File: config.mk
export PLATFORM = sky130hd
export DESIGN_NAME = lookup_table_status_irq
export DESIGN_NICKNAME = d
export VERILOG_FILES = /design/src/ltsi_pkg.sv /design/src/lookup_table_status_irq.sv /design/src/ltsi_cell_check.sv /design/src/ltsi_port_map.sv
export SDC_FILE = /design/constraint.sdc
export NUM_CORES = 1
export LEC_CHECK = 0
export BUFFER_PORTS_ARGS = -buffer_cell sky130_fd_sc_hd__buf_4
export CAP_MARGIN = 0
export CORE_MARGIN = 2
export CORE_UTILIZATION = 35
export CTS_CLUSTER_DIAMETER = 30
export DETAILED_ROUTE_END_ITERATION = 12
export GPL_TIMING_DRIVEN = 0
export SYNTH_ARGS = -nofsm -noshare
export SYNTH_HDL_FRONTEND = slang
export SYNTH_SLANG_ARGS = --single-unit
File: constraint.sdc
create_clock -name sys_clk -period 2.2 [get_ports sys_clk]
set_clock_uncertainty 0.15 [all_clocks]
set_input_delay 0.22 -clock sys_clk [delete_from_list [all_inputs] [get_ports sys_clk]]
set_output_delay 0.22 -clock sys_clk [all_outputs]
set_load 0.02 [all_outputs]
File: src/ltsi_pkg.sv
package ltsi_pkg;
  localparam int NUM_TABLES = 16;
  localparam int REG_W = 16;
  // Printed offsets are halfword offsets, so each is kept as an index
  localparam logic [11:0] SUMMARY_INDEX = 12'h030E;
  localparam logic [11:0] TABLE0_INDEX = 12'h0320;
  localparam logic [11:0] TABLE_INDEX_STEP = 12'h0002;
  localparam logic [11:0] CTRL_INDEX = 12'h0340;
  localparam int EN_BIT = 0;
  localparam int MIS_BIT = 4;
  localparam int VCI_BIT = 5;
  localparam int VPI_BIT = 6;
  localparam int MIS_IE_BIT = 10;
  localparam int VCI_IE_BIT = 11;
  localparam int VPI_IE_BIT = 12;
  localparam logic [15:0] TABLE_RESET = 16'h0000;
  localparam logic [15:0] SUMMARY_RESET = 16'h0000;
  localparam logic [15:0] TABLE_WR_MASK = 16'h1C01;
  localparam logic [15:0] TABLE_FLAG_MASK = 16'h0070;
  localparam logic [1:0] RESP_OKAY = 2'b00;
  localparam logic [1:0] RESP_SLVERR = 2'b10;

  typedef struct packed {
    logic valid;
    logic [4:0] port;
    logic recA;
    logic recI;
    logic [15:0] vci;
    logic [15:0] vciLimit;
    logic [11:0] vpi;
    logic [11:0] vpiMask;
  } ltsi_cell_t;

  typedef struct packed {
    logic valid;
    logic [3:0] tableIdx;
    logic discard;
    logic misroute;
    logic chanRange;
    logic pathRange;
  } ltsi_check_t;

  typedef struct packed {
    logic [3:0] tableIdx;
    logic mis;
    logic vci;
    logic vpi;
  } ltsi_event_t;
endpackage

File: src/lookup_table_status_irq.sv
// Summary of operation
// - Sixteen-bit read-only service summary register
// - Summary bit n belongs to table n
// - Summary bit high while table needs service
// - Disabled table discards cells, no flags, uncounted
// - Up to sixteen ports: port n uses table n
// - Above sixteen: ports 2k, 2k+1 share k
// - Misroute flag bit 4 on A=I=0
// - Channel range flag bit 5 on VCI excess
// - Path range flag bit 6 on unmasked VPI
// - Enables bits 10-12 gate matching flag interrupts
// - Request holds until flag or enable cleared
// - Reserved fields read zero, reset zero
`timescale 1ns/1ps
module lookup_table_status_irq
#(
  parameter int TABLES = 16
)
(
  input wire logic sys_clk,
  input wire logic reset_n,
  input wire logic [31:0] s_axi_awaddr,
  input wire logic s_axi_awvalid,
  output logic s_axi_awready,
  input wire logic [31:0] s_axi_wdata,
  input wire logic [3:0] s_axi_wstrb,
  input wire logic s_axi_wvalid,
  output logic s_axi_wready,
  output logic [1:0] s_axi_bresp,
  output logic s_axi_bvalid,
  input wire logic s_axi_bready,
  input wire logic [31:0] s_axi_araddr,
  input wire logic s_axi_arvalid,
  output logic s_axi_arready,
  output logic [31:0] s_axi_rdata,
  output logic [1:0] s_axi_rresp,
  output logic s_axi_rvalid,
  input wire logic s_axi_rready,
  input wire ltsi_pkg::ltsi_cell_t cellIn,
  output logic cellAccepted,
  output logic cellDiscarded,
  output logic irqRequest
);
  if (TABLES != ltsi_pkg::NUM_TABLES)
  begin : gBadTables
    $error("TABLES must be sixteen");
  end

  logic [15:0] cfg [16];
  logic [15:0] summary;
  logic [15:0] enableVec;
  logic [15:0] checkVec;
  logic wideMode;
  ltsi_pkg::ltsi_check_t res;

  // Write channel state
  logic awHeld;
  logic wHeld;
  logic [31:0] awAddr;
  logic [31:0] wData;
  logic [3:0] wStrb;
  logic doWrite;
  logic [11:0] wIndex;
  logic wIsTable;
  logic wIsCtrl;
  logic [3:0] wTable;
  logic [15:0] wLow;
  logic [15:0] wLaneMask;

  // Read channel state
  logic [11:0] rIndex;
  logic rIsTable;
  logic rIsSummary;
  logic rIsCtrl;
  logic [3:0] rTable;
  logic [31:0] next_rdata;
  logic rHit;

  function automatic logic [11:0] word_index(input logic [31:0] addr);
    word_index = addr[13:2];
  endfunction

  function automatic logic in_table_range(input logic [11:0] idx);
    logic [11:0] rel;
    rel = idx - ltsi_pkg::TABLE0_INDEX;
    in_table_range = idx >= ltsi_pkg::TABLE0_INDEX && !rel[0] &&
      rel < 12'(ltsi_pkg::NUM_TABLES * 2);
  endfunction

  function automatic logic [3:0] table_of(input logic [11:0] idx);
    logic [11:0] rel;
    rel = idx - ltsi_pkg::TABLE0_INDEX;
    table_of = rel[4:1];
  endfunction

  ltsi_cell_check cellCheck
  (
    .sys_clk(sys_clk),
    .reset_n(reset_n),
    .wideMode(wideMode),
    .tableEnable(enableVec),
    .vpiCheck(checkVec),
    .cellIn(cellIn),
    .result(res)
  );

  // Write address decode; byte address is four times the index
  assign s_axi_awready = !awHeld && !s_axi_bvalid;
  assign s_axi_wready = !wHeld && !s_axi_bvalid;
  assign doWrite = awHeld && wHeld && !s_axi_bvalid;
  assign wIndex = word_index(awAddr);
  assign wIsTable = in_table_range(wIndex);
  assign wIsCtrl = wIndex == ltsi_pkg::CTRL_INDEX;
  assign wTable = table_of(wIndex);
  assign wLow = wData[15:0];
  assign wLaneMask = {{8{wStrb[1]}}, {8{wStrb[0]}}};

  // Read decode
  assign s_axi_arready = !s_axi_rvalid;
  assign rIndex = word_index(s_axi_araddr);
  assign rIsTable = in_table_range(rIndex);
  assign rIsSummary = rIndex == ltsi_pkg::SUMMARY_INDEX;
  assign rIsCtrl = rIndex == ltsi_pkg::CTRL_INDEX;
  assign rTable = table_of(rIndex);
  assign rHit = rIsTable || rIsSummary || rIsCtrl;
  assign next_rdata = rIsTable ? {16'h0000, cfg[rTable]} :
    rIsSummary ? {16'h0000, summary} :
    rIsCtrl ? {30'h0000_0000, wideMode, 1'b0} : 32'h0000_0000;

  always_ff @(posedge sys_clk)
  begin
    if (!reset_n)
    begin
      awHeld <= 1'b0;
      wHeld <= 1'b0;
      awAddr <= 32'h0000_0000;
      wData <= 32'h0000_0000;
      wStrb <= 4'h0;
    end
    else
    begin
      if (s_axi_awvalid && s_axi_awready)
      begin
        awHeld <= 1'b1;
        awAddr <= s_axi_awaddr;
      end
      else if (doWrite)
        awHeld <= 1'b0;
      if (s_axi_wvalid && s_axi_wready)
      begin
        wHeld <= 1'b1;
        wData <= s_axi_wdata;
        wStrb <= s_axi_wstrb;
      end
      else if (doWrite)
        wHeld <= 1'b0;
    end
  end

  always_ff @(posedge sys_clk)
  begin
    if (!reset_n)
    begin
      s_axi_bvalid <= 1'b0;
      s_axi_bresp <= ltsi_pkg::RESP_OKAY;
    end
    else if (doWrite)
    begin
      s_axi_bvalid <= 1'b1;
      s_axi_bresp <= (wIsTable || wIsCtrl) ? ltsi_pkg::RESP_OKAY :
        ltsi_pkg::RESP_SLVERR;
    end
    else if (s_axi_bready)
      s_axi_bvalid <= 1'b0;
  end

  always_ff @(posedge sys_clk)
  begin
    if (!reset_n)
    begin
      s_axi_rvalid <= 1'b0;
      s_axi_rdata <= 32'h0000_0000;
      s_axi_rresp <= ltsi_pkg::RESP_OKAY;
    end
    else if (s_axi_arvalid && s_axi_arready)
    begin
      s_axi_rvalid <= 1'b1;
      s_axi_rdata <= next_rdata;
      s_axi_rresp <= rHit ? ltsi_pkg::RESP_OKAY : ltsi_pkg::RESP_SLVERR;
    end
    else if (s_axi_rready)
      s_axi_rvalid <= 1'b0;
  end

  // Port-count mode; the per-table VPI check settings are tied on here, not in this map
  always_ff @(posedge sys_clk)
  begin
    if (!reset_n)
      wideMode <= 1'b0;
    else if (doWrite && wIsCtrl && wStrb[0])
      wideMode <= wData[0];
  end

  // Flags are cleared by writing one; a new event in the same cycle wins
  genvar g;
  generate
    for (g = 0; g < ltsi_pkg::NUM_TABLES; g++)
    begin : gTable
      logic hitHere;
      logic writeHere;
      logic [15:0] setBits;
      logic [15:0] clrBits;
      logic [15:0] cfgBits;
      logic [15:0] next_cfg;
      assign hitHere = res.valid && res.tableIdx == 4'(g);
      assign writeHere = doWrite && wIsTable && wTable == 4'(g);
      assign setBits = hitHere ? {9'h000, res.pathRange,
        res.chanRange, res.misroute, 4'h0} : 16'h0000;
      assign clrBits = writeHere ?
        (wLow & wLaneMask & ltsi_pkg::TABLE_FLAG_MASK) : 16'h0000;
      assign cfgBits = writeHere ?
        ((cfg[g] & ~(wLaneMask & ltsi_pkg::TABLE_WR_MASK)) |
         (wLow & wLaneMask & ltsi_pkg::TABLE_WR_MASK)) : cfg[g];
      assign next_cfg = ((cfgBits & ltsi_pkg::TABLE_WR_MASK) |
        (cfg[g] & ltsi_pkg::TABLE_FLAG_MASK & ~clrBits) | setBits) &
        (ltsi_pkg::TABLE_WR_MASK | ltsi_pkg::TABLE_FLAG_MASK);
      always_ff @(posedge sys_clk)
      begin
        if (!reset_n)
          cfg[g] <= ltsi_pkg::TABLE_RESET;
        else
          cfg[g] <= next_cfg;
      end
      assign enableVec[g] = cfg[g][ltsi_pkg::EN_BIT];
      assign checkVec[g] = 1'b1;
      assign summary[g] =
        (cfg[g][ltsi_pkg::MIS_BIT] && cfg[g][ltsi_pkg::MIS_IE_BIT]) ||
        (cfg[g][ltsi_pkg::VCI_BIT] && cfg[g][ltsi_pkg::VCI_IE_BIT]) ||
        (cfg[g][ltsi_pkg::VPI_BIT] && cfg[g][ltsi_pkg::VPI_IE_BIT]);
    end
  endgenerate

  // Level request, drops only when software clears a flag or enable
  assign irqRequest = |summary;
  assign cellAccepted = res.valid && !res.discard;
  assign cellDiscarded = res.valid && res.discard;

  AST_DISABLED_NO_FLAG: assert property (@(posedge sys_clk)
    disable iff (!reset_n)
    cellIn.valid &&
    !enableVec[wideMode ? cellIn.port[4:1] : cellIn.port[3:0]]
    |=> cellDiscarded && !res.misroute && !res.chanRange && !res.pathRange)
    else $error("disabled table produced a flag");

  AST_NARROW_MAP: assert property (@(posedge sys_clk)
    disable iff (!reset_n)
    cellIn.valid && !wideMode |=> res.tableIdx == $past(cellIn.port[3:0]))
    else $error("narrow port mapping wrong");

  AST_WIDE_MAP: assert property (@(posedge sys_clk)
    disable iff (!reset_n)
    cellIn.valid && wideMode |=> res.tableIdx == $past(cellIn.port[4:1]))
    else $error("wide port mapping wrong");

  AST_MISROUTE_SET: assert property (@(posedge sys_clk)
    disable iff (!reset_n)
    res.valid && res.misroute |=>
    cfg[$past(res.tableIdx)][ltsi_pkg::MIS_BIT])
    else $error("misroute flag not set");

  AST_CHANNEL_SET: assert property (@(posedge sys_clk)
    disable iff (!reset_n)
    cellIn.valid &&
    enableVec[wideMode ? cellIn.port[4:1] : cellIn.port[3:0]] &&
    cellIn.vci > cellIn.vciLimit |=> res.chanRange)
    else $error("channel range not detected");

  // Check setting is tied on, so any unmasked path bit must flag
  AST_PATH_SET: assert property (@(posedge sys_clk)
    disable iff (!reset_n)
    cellIn.valid &&
    enableVec[wideMode ? cellIn.port[4:1] : cellIn.port[3:0]] &&
    checkVec[wideMode ? cellIn.port[4:1] : cellIn.port[3:0]] &&
    |(cellIn.vpi & ~cellIn.vpiMask) |=> res.pathRange)
    else $error("path range not detected");

  AST_SUMMARY_READ: assert property (@(posedge sys_clk)
    disable iff (!reset_n)
    s_axi_rvalid && $past(s_axi_arvalid && s_axi_arready && rIsSummary)
    |-> s_axi_rdata == {16'h0000, $past(summary)})
    else $error("summary read data wrong");

  AST_SUMMARY_CLEAN: assert property (@(posedge sys_clk)
    disable iff (!reset_n)
    summary == 16'h0000 |-> !irqRequest)
    else $error("request without summary");

  AST_IRQ_HOLDS: assert property (@(posedge sys_clk)
    disable iff (!reset_n)
    irqRequest && !doWrite |=> irqRequest)
    else $error("request dropped without software");

  AST_RESERVED_ZERO: assert property (@(posedge sys_clk)
    disable iff (!reset_n)
    s_axi_rvalid && $past(s_axi_arvalid && s_axi_arready && rIsTable) |->
    s_axi_rdata[15:13] == 3'h0 &&
    s_axi_rdata[9:7] == 3'h0 && s_axi_rdata[3:1] == 3'h0)
    else $error("reserved bits nonzero");
endmodule

File: src/ltsi_cell_check.sv
`timescale 1ns/1ps
module ltsi_cell_check
(
  input wire logic sys_clk,
  input wire logic reset_n,
  input wire logic wideMode,
  input wire logic [15:0] tableEnable,
  input wire logic [15:0] vpiCheck,
  input wire ltsi_pkg::ltsi_cell_t cellIn,
  output ltsi_pkg::ltsi_check_t result
);
  logic [3:0] tableIdx;
  logic enabled;
  logic misHit;
  logic vciHit;
  logic vpiHit;

  ltsi_port_map portMap
  (
    .wideMode(wideMode),
    .port(cellIn.port),
    .tableIdx(tableIdx)
  );

  assign enabled = tableEnable[tableIdx];
  assign misHit = !cellIn.recA && !cellIn.recI;
  assign vciHit = cellIn.vci > cellIn.vciLimit;
  assign vpiHit = vpiCheck[tableIdx] &&
    |(cellIn.vpi & ~cellIn.vpiMask);

  always_ff @(posedge sys_clk)
  begin
    if (!reset_n)
      result <= '0;
    else
    begin
      result.valid <= cellIn.valid;
      result.tableIdx <= tableIdx;
      result.discard <= cellIn.valid && !enabled;
      result.misroute <= cellIn.valid && enabled && misHit;
      result.chanRange <= cellIn.valid && enabled && vciHit;
      result.pathRange <= cellIn.valid && enabled && vpiHit;
    end
  end
endmodule

File: src/ltsi_port_map.sv
`timescale 1ns/1ps
module ltsi_port_map
(
  input wire logic wideMode,
  input wire logic [4:0] port,
  output logic [3:0] tableIdx
);
  // Above sixteen ports an even/odd pair shares one table
  assign tableIdx = wideMode ? port[4:1] : port[3:0];
endmodule

==> metrics.md <==
| Metric | Value |
|---|---|
| Die X-Extent | `163 um` |
| Pleak | `4.87 nW` |
| Count of pins over their slew limit | `0` |
| Fillers | `2,340` |
| P per Cell Area | `557 mW/mm^2` |
| CTS tree | `done` |
| Worst path required time | `1.83 ns` |
| Hold Slack | `0.0118 ns` |
| Startpoint types | `flip-flop` |
| Largest net degree at the start of global routing | `18` |
| Worst min path class | `in -> reg` |
| Switching share of power | `0.285` |
| Max incr delay on CP | `0.56 ns` |
| ANT nets after route | `0` |
| Post-Syn Area | `0.00883 mm^2` |
| Pre-Repair DR Iteration Count | `5` |
| RePlAce Congestion | `0.896` |
| CTS Buf Count | `17` |
| I/O Pins | `215` |
| Async set-reset flop share out of synthesis | `0` |
| Layout cell share with drive strength beyond 1 | `0.317` |
| Slew @ Worst Pin | `0.967 ns` |
| Number of synthesized register bits | `165` |
| DR vias | `8,731` |
| Post-synthesis average cell area | `9.02 um^2` |
| P_sw | `1.96 mW` |
| Hold Vio Cnt, Final | `0` |
| Post-synth top flop | `dfxtp_1` |
| Die H | `163 um` |
| Sequential area share after synthesis | `0.374` |
| Vias in the first global route | `8,653` |
| Maximum clock frequency | `404 MHz` |
| Area Growth Syn to Fin | `39.9%` |
| Detail Placement HPWL | `22,800 um` |
| Critical path's slowest cell | `or4_4` |
| Sink Count | `165` |
| Synth cell types | `64` |
| WL final | `31,500 um` |
| Unrepaired setup endpoints after global routing | `true` |
| Met3 Resource Use GR | `0.0527` |
| Flop pwr share | `0.446` |
| Internal power | `4.92 mW` |
| Critical Path Sink Type | `primary output` |
| Initial antenna violation count | `0` |
| DR iter-0 viols | `832` |
| Port Buffers | `126` |
| Initial Util | `0.354` |
| Row cnt | `58` |
| Max H-tree Level | `4` |
| Tot Pwr | `6.88 mW` |
| Root buf cell | `clkbuf_16` |
| Combinational power share | `0.126` |
| Status | `finished with violations` |
| Wirelength per Cell | `20.0 um` |
| Met1 Usage GRT | `0.302` |
| Via density per instance | `5.56` |
| Core Area | `0.0250 mm^2` |
| Failing checks | `negative setup slack` |
| Setup violations, final | `93` |
| Final #Nets | `1,417` |
| Cells after Synth | `979` |
| Cell depth of the worst hold path | `3` |
| ANT cells | `0` |
| Total track usage | `0.239` |
| Post-synth EDFFs | `0` |
| Die ar. | `0.0265 mm^2` |
| Reg2Reg Depth | `8` |
| Crit-path max FO | `3` |
| Warning count from the yosys run | `0` |
| CP Class | `reg -> out` |
| Worst-path clk slew | `0.07 ns` |
| Final WS setup | `-0.276 ns` |
| Clock Power Share | `0.428` |
| Critical Path, Cell by Cell | `a222oi_1, buf_4, nand4_1, or4_4, buf_6` |
| GRT busiest layer | `met2` |
| Data arrival, critical path | `2.11 ns` |
| Max-Cap Viols | `0` |
| # DRC | `0` |
| Slew margin rel. | `0.349` |
| Maximum root-to-sink buffer count | `2` |
| Worst VDD drop | `0.000509 V` |
| Remaining Overflow, GRT | `0` |
| Clock latency on the worst-skew pair | `0.45 ns` |
| Post-route clock period utilization | `1.13` |
| Final Critical Period | `2.48 ns` |
| GRT met2 Usage | `0.395` |
| First-pass GRT wire length | `48,600 um` |
## path summary, 6_finish.rpt
kind	from	to	slack [ns]
worst max-delay path	flip-flop	irqRequest	-0.28
worst min-delay path	cellIn[61]	cellCheck.result[6]$_SDFF_PN0_	0.01
worst max register to register	s_axi_bvalid$_SDFFE_PN0P_	flip-flop	-0.17
worst min register to register	s_axi_rresp[1]$_SDFFE_PN0P_	s_axi_rresp[1]$_SDFFE_PN0P_	0.30
## cells in the final DEF, fill, tap and decap left out, types with 7 or more instances in the layout
cell type | synthesis | final
a311oi_2 | 0 | 13
buf_6 | 1 | 11
a311oi_1 | 36 | 23
a21oi_1 | 82 | 77
nand3_2 | 3 | 7
nand4_1 | 12 | 12
nand3_4 | 10 | 25
o31ai_4 | 0 | 8
o221ai_1 | 8 | 8
nor3_1 | 19 | 14
a222oi_1 | 16 | 16
clkbuf_1 | 46 | 41
dfxtp_2 | 0 | 18
nand3_1 | 27 | 8
dlygate4sd3_1 | 0 | 32
nor2b_1 | 9 | 9
ha_1 | 18 | 17
dfxtp_1 | 165 | 144
inv_1 | 52 | 51
mux4_2 | 35 | 35
mux2i_1 | 68 | 68
conb_1 | 1 | 18
nand2_1 | 184 | 184
a22oi_1 | 10 | 10
nor2_1 | 40 | 38
nand2b_1 | 10 | 9
clkbuf_16 | 0 | 17
buf_4 | 23 | 184
## cells in the mapped netlist, types with 19 or more instances
cell type / n / area share
nand2_1: 184 / 0.078
dfxtp_1: 165 / 0.37
a21oi_1: 82 / 0.046
mux2i_1: 68 / 0.077
inv_1: 52 / 0.022
clkbuf_1: 46 / 0.020
nor2_1: 40 / 0.017
a311oi_1: 36 / 0.036
mux4_2: 35 / 0.089
nand3_1: 27 / 0.015
buf_4: 23 / 0.020
nor3_1: 19 / 0.011
## final cells by class
| cell class | count | area [um^2] | share of cell area |
|---|---|---|---|
| well taps | 330 | 413 | 0.0334 |
| multi-input cells | 694 | 5490 | 0.445 |
| clock buffers | 18 | 439 | 0.0356 |
| plain buffers | 80 | 489 | 0.0396 |
| flip-flops and latches | 165 | 3340 | 0.270 |
| clock inverters | 14 | 133 | 0.0107 |
| inverters | 54 | 204 | 0.0165 |
| repair buffers | 216 | 1840 | 0.149 |
## worst max-delay path: cells and delay by family, from the launching register on
kind	cells	cell delay (ns)
flops	1	0.35
simple gates	2	0.66
buf+inv	2	0.33
compound gates	1	0.32
## stage by stage
stage | worst slack [ns] | instance area, um^2 | instances | utilization | setup TNS (ns)
finish | -0.276 | 12400 | 1571 | 0.495 | -10.68
detailed placement | -0.492 | 10300 | 1452 | 0.411 | -26.44
CTS | -0.217 | 12000 | 1563 | 0.480 | -6.60
floorplan | 0.0120 | 8890 | 996 | - | 0
global placement | -0.482 | 10300 | 1452 | 0.411 | -24.75
global route | -0.347 | 12400 | 1571 | 0.495 | -17.71
## what timing repair did
action                                 CTS  global route
pin swaps                               24            26
endpoints found under the hold margin   26             0
hold buffers                            32             0
buffers inserted                        43            11
setup endpoints to repair              122           124
resized for setup                      103            70
gates cloned                             7             1
## power by group through the flow
| stage | registers (mW) | logic, mW | clock network [mW] |
|---|---|---|---|
| after global placement | 3.14 | 0.731 | 0 |
| after CTS | 3.07 | 0.828 | 2.96 |
| after floorplan | 3.13 | 0.431 | 0 |
| after detailed placement | 3.14 | 0.736 | 0 |
| final | 3.07 | 0.867 | 2.94 |
| after global routing | 3.07 | 0.942 | 3.08 |
## logic make-up (layout without fill, tap and decap cells)
kind of cell,count (synthesis),in the layout,synth area share
adders and majority gates,18,18,0.0255
xor gates and xnor gates,3,3,0.00298
muxes,104,104,0.168
other,1,18,0.000425
and+or+nand+nor,350,350,0.197
DFF,165,165,0.374
buffers and inverters,137,382,0.0716
AOI/OAI and AO/OA,201,201,0.160
## metal layers
layer	up-vias	share of wire	routed length (um)
met5	-	0	0
met4	0	0.035	1090
met3	68	0.090	2830
met2	452	0.47	14900
met1	4148	0.40	12600
li1	4063	-	-
(Power assumes the default switching activity.)
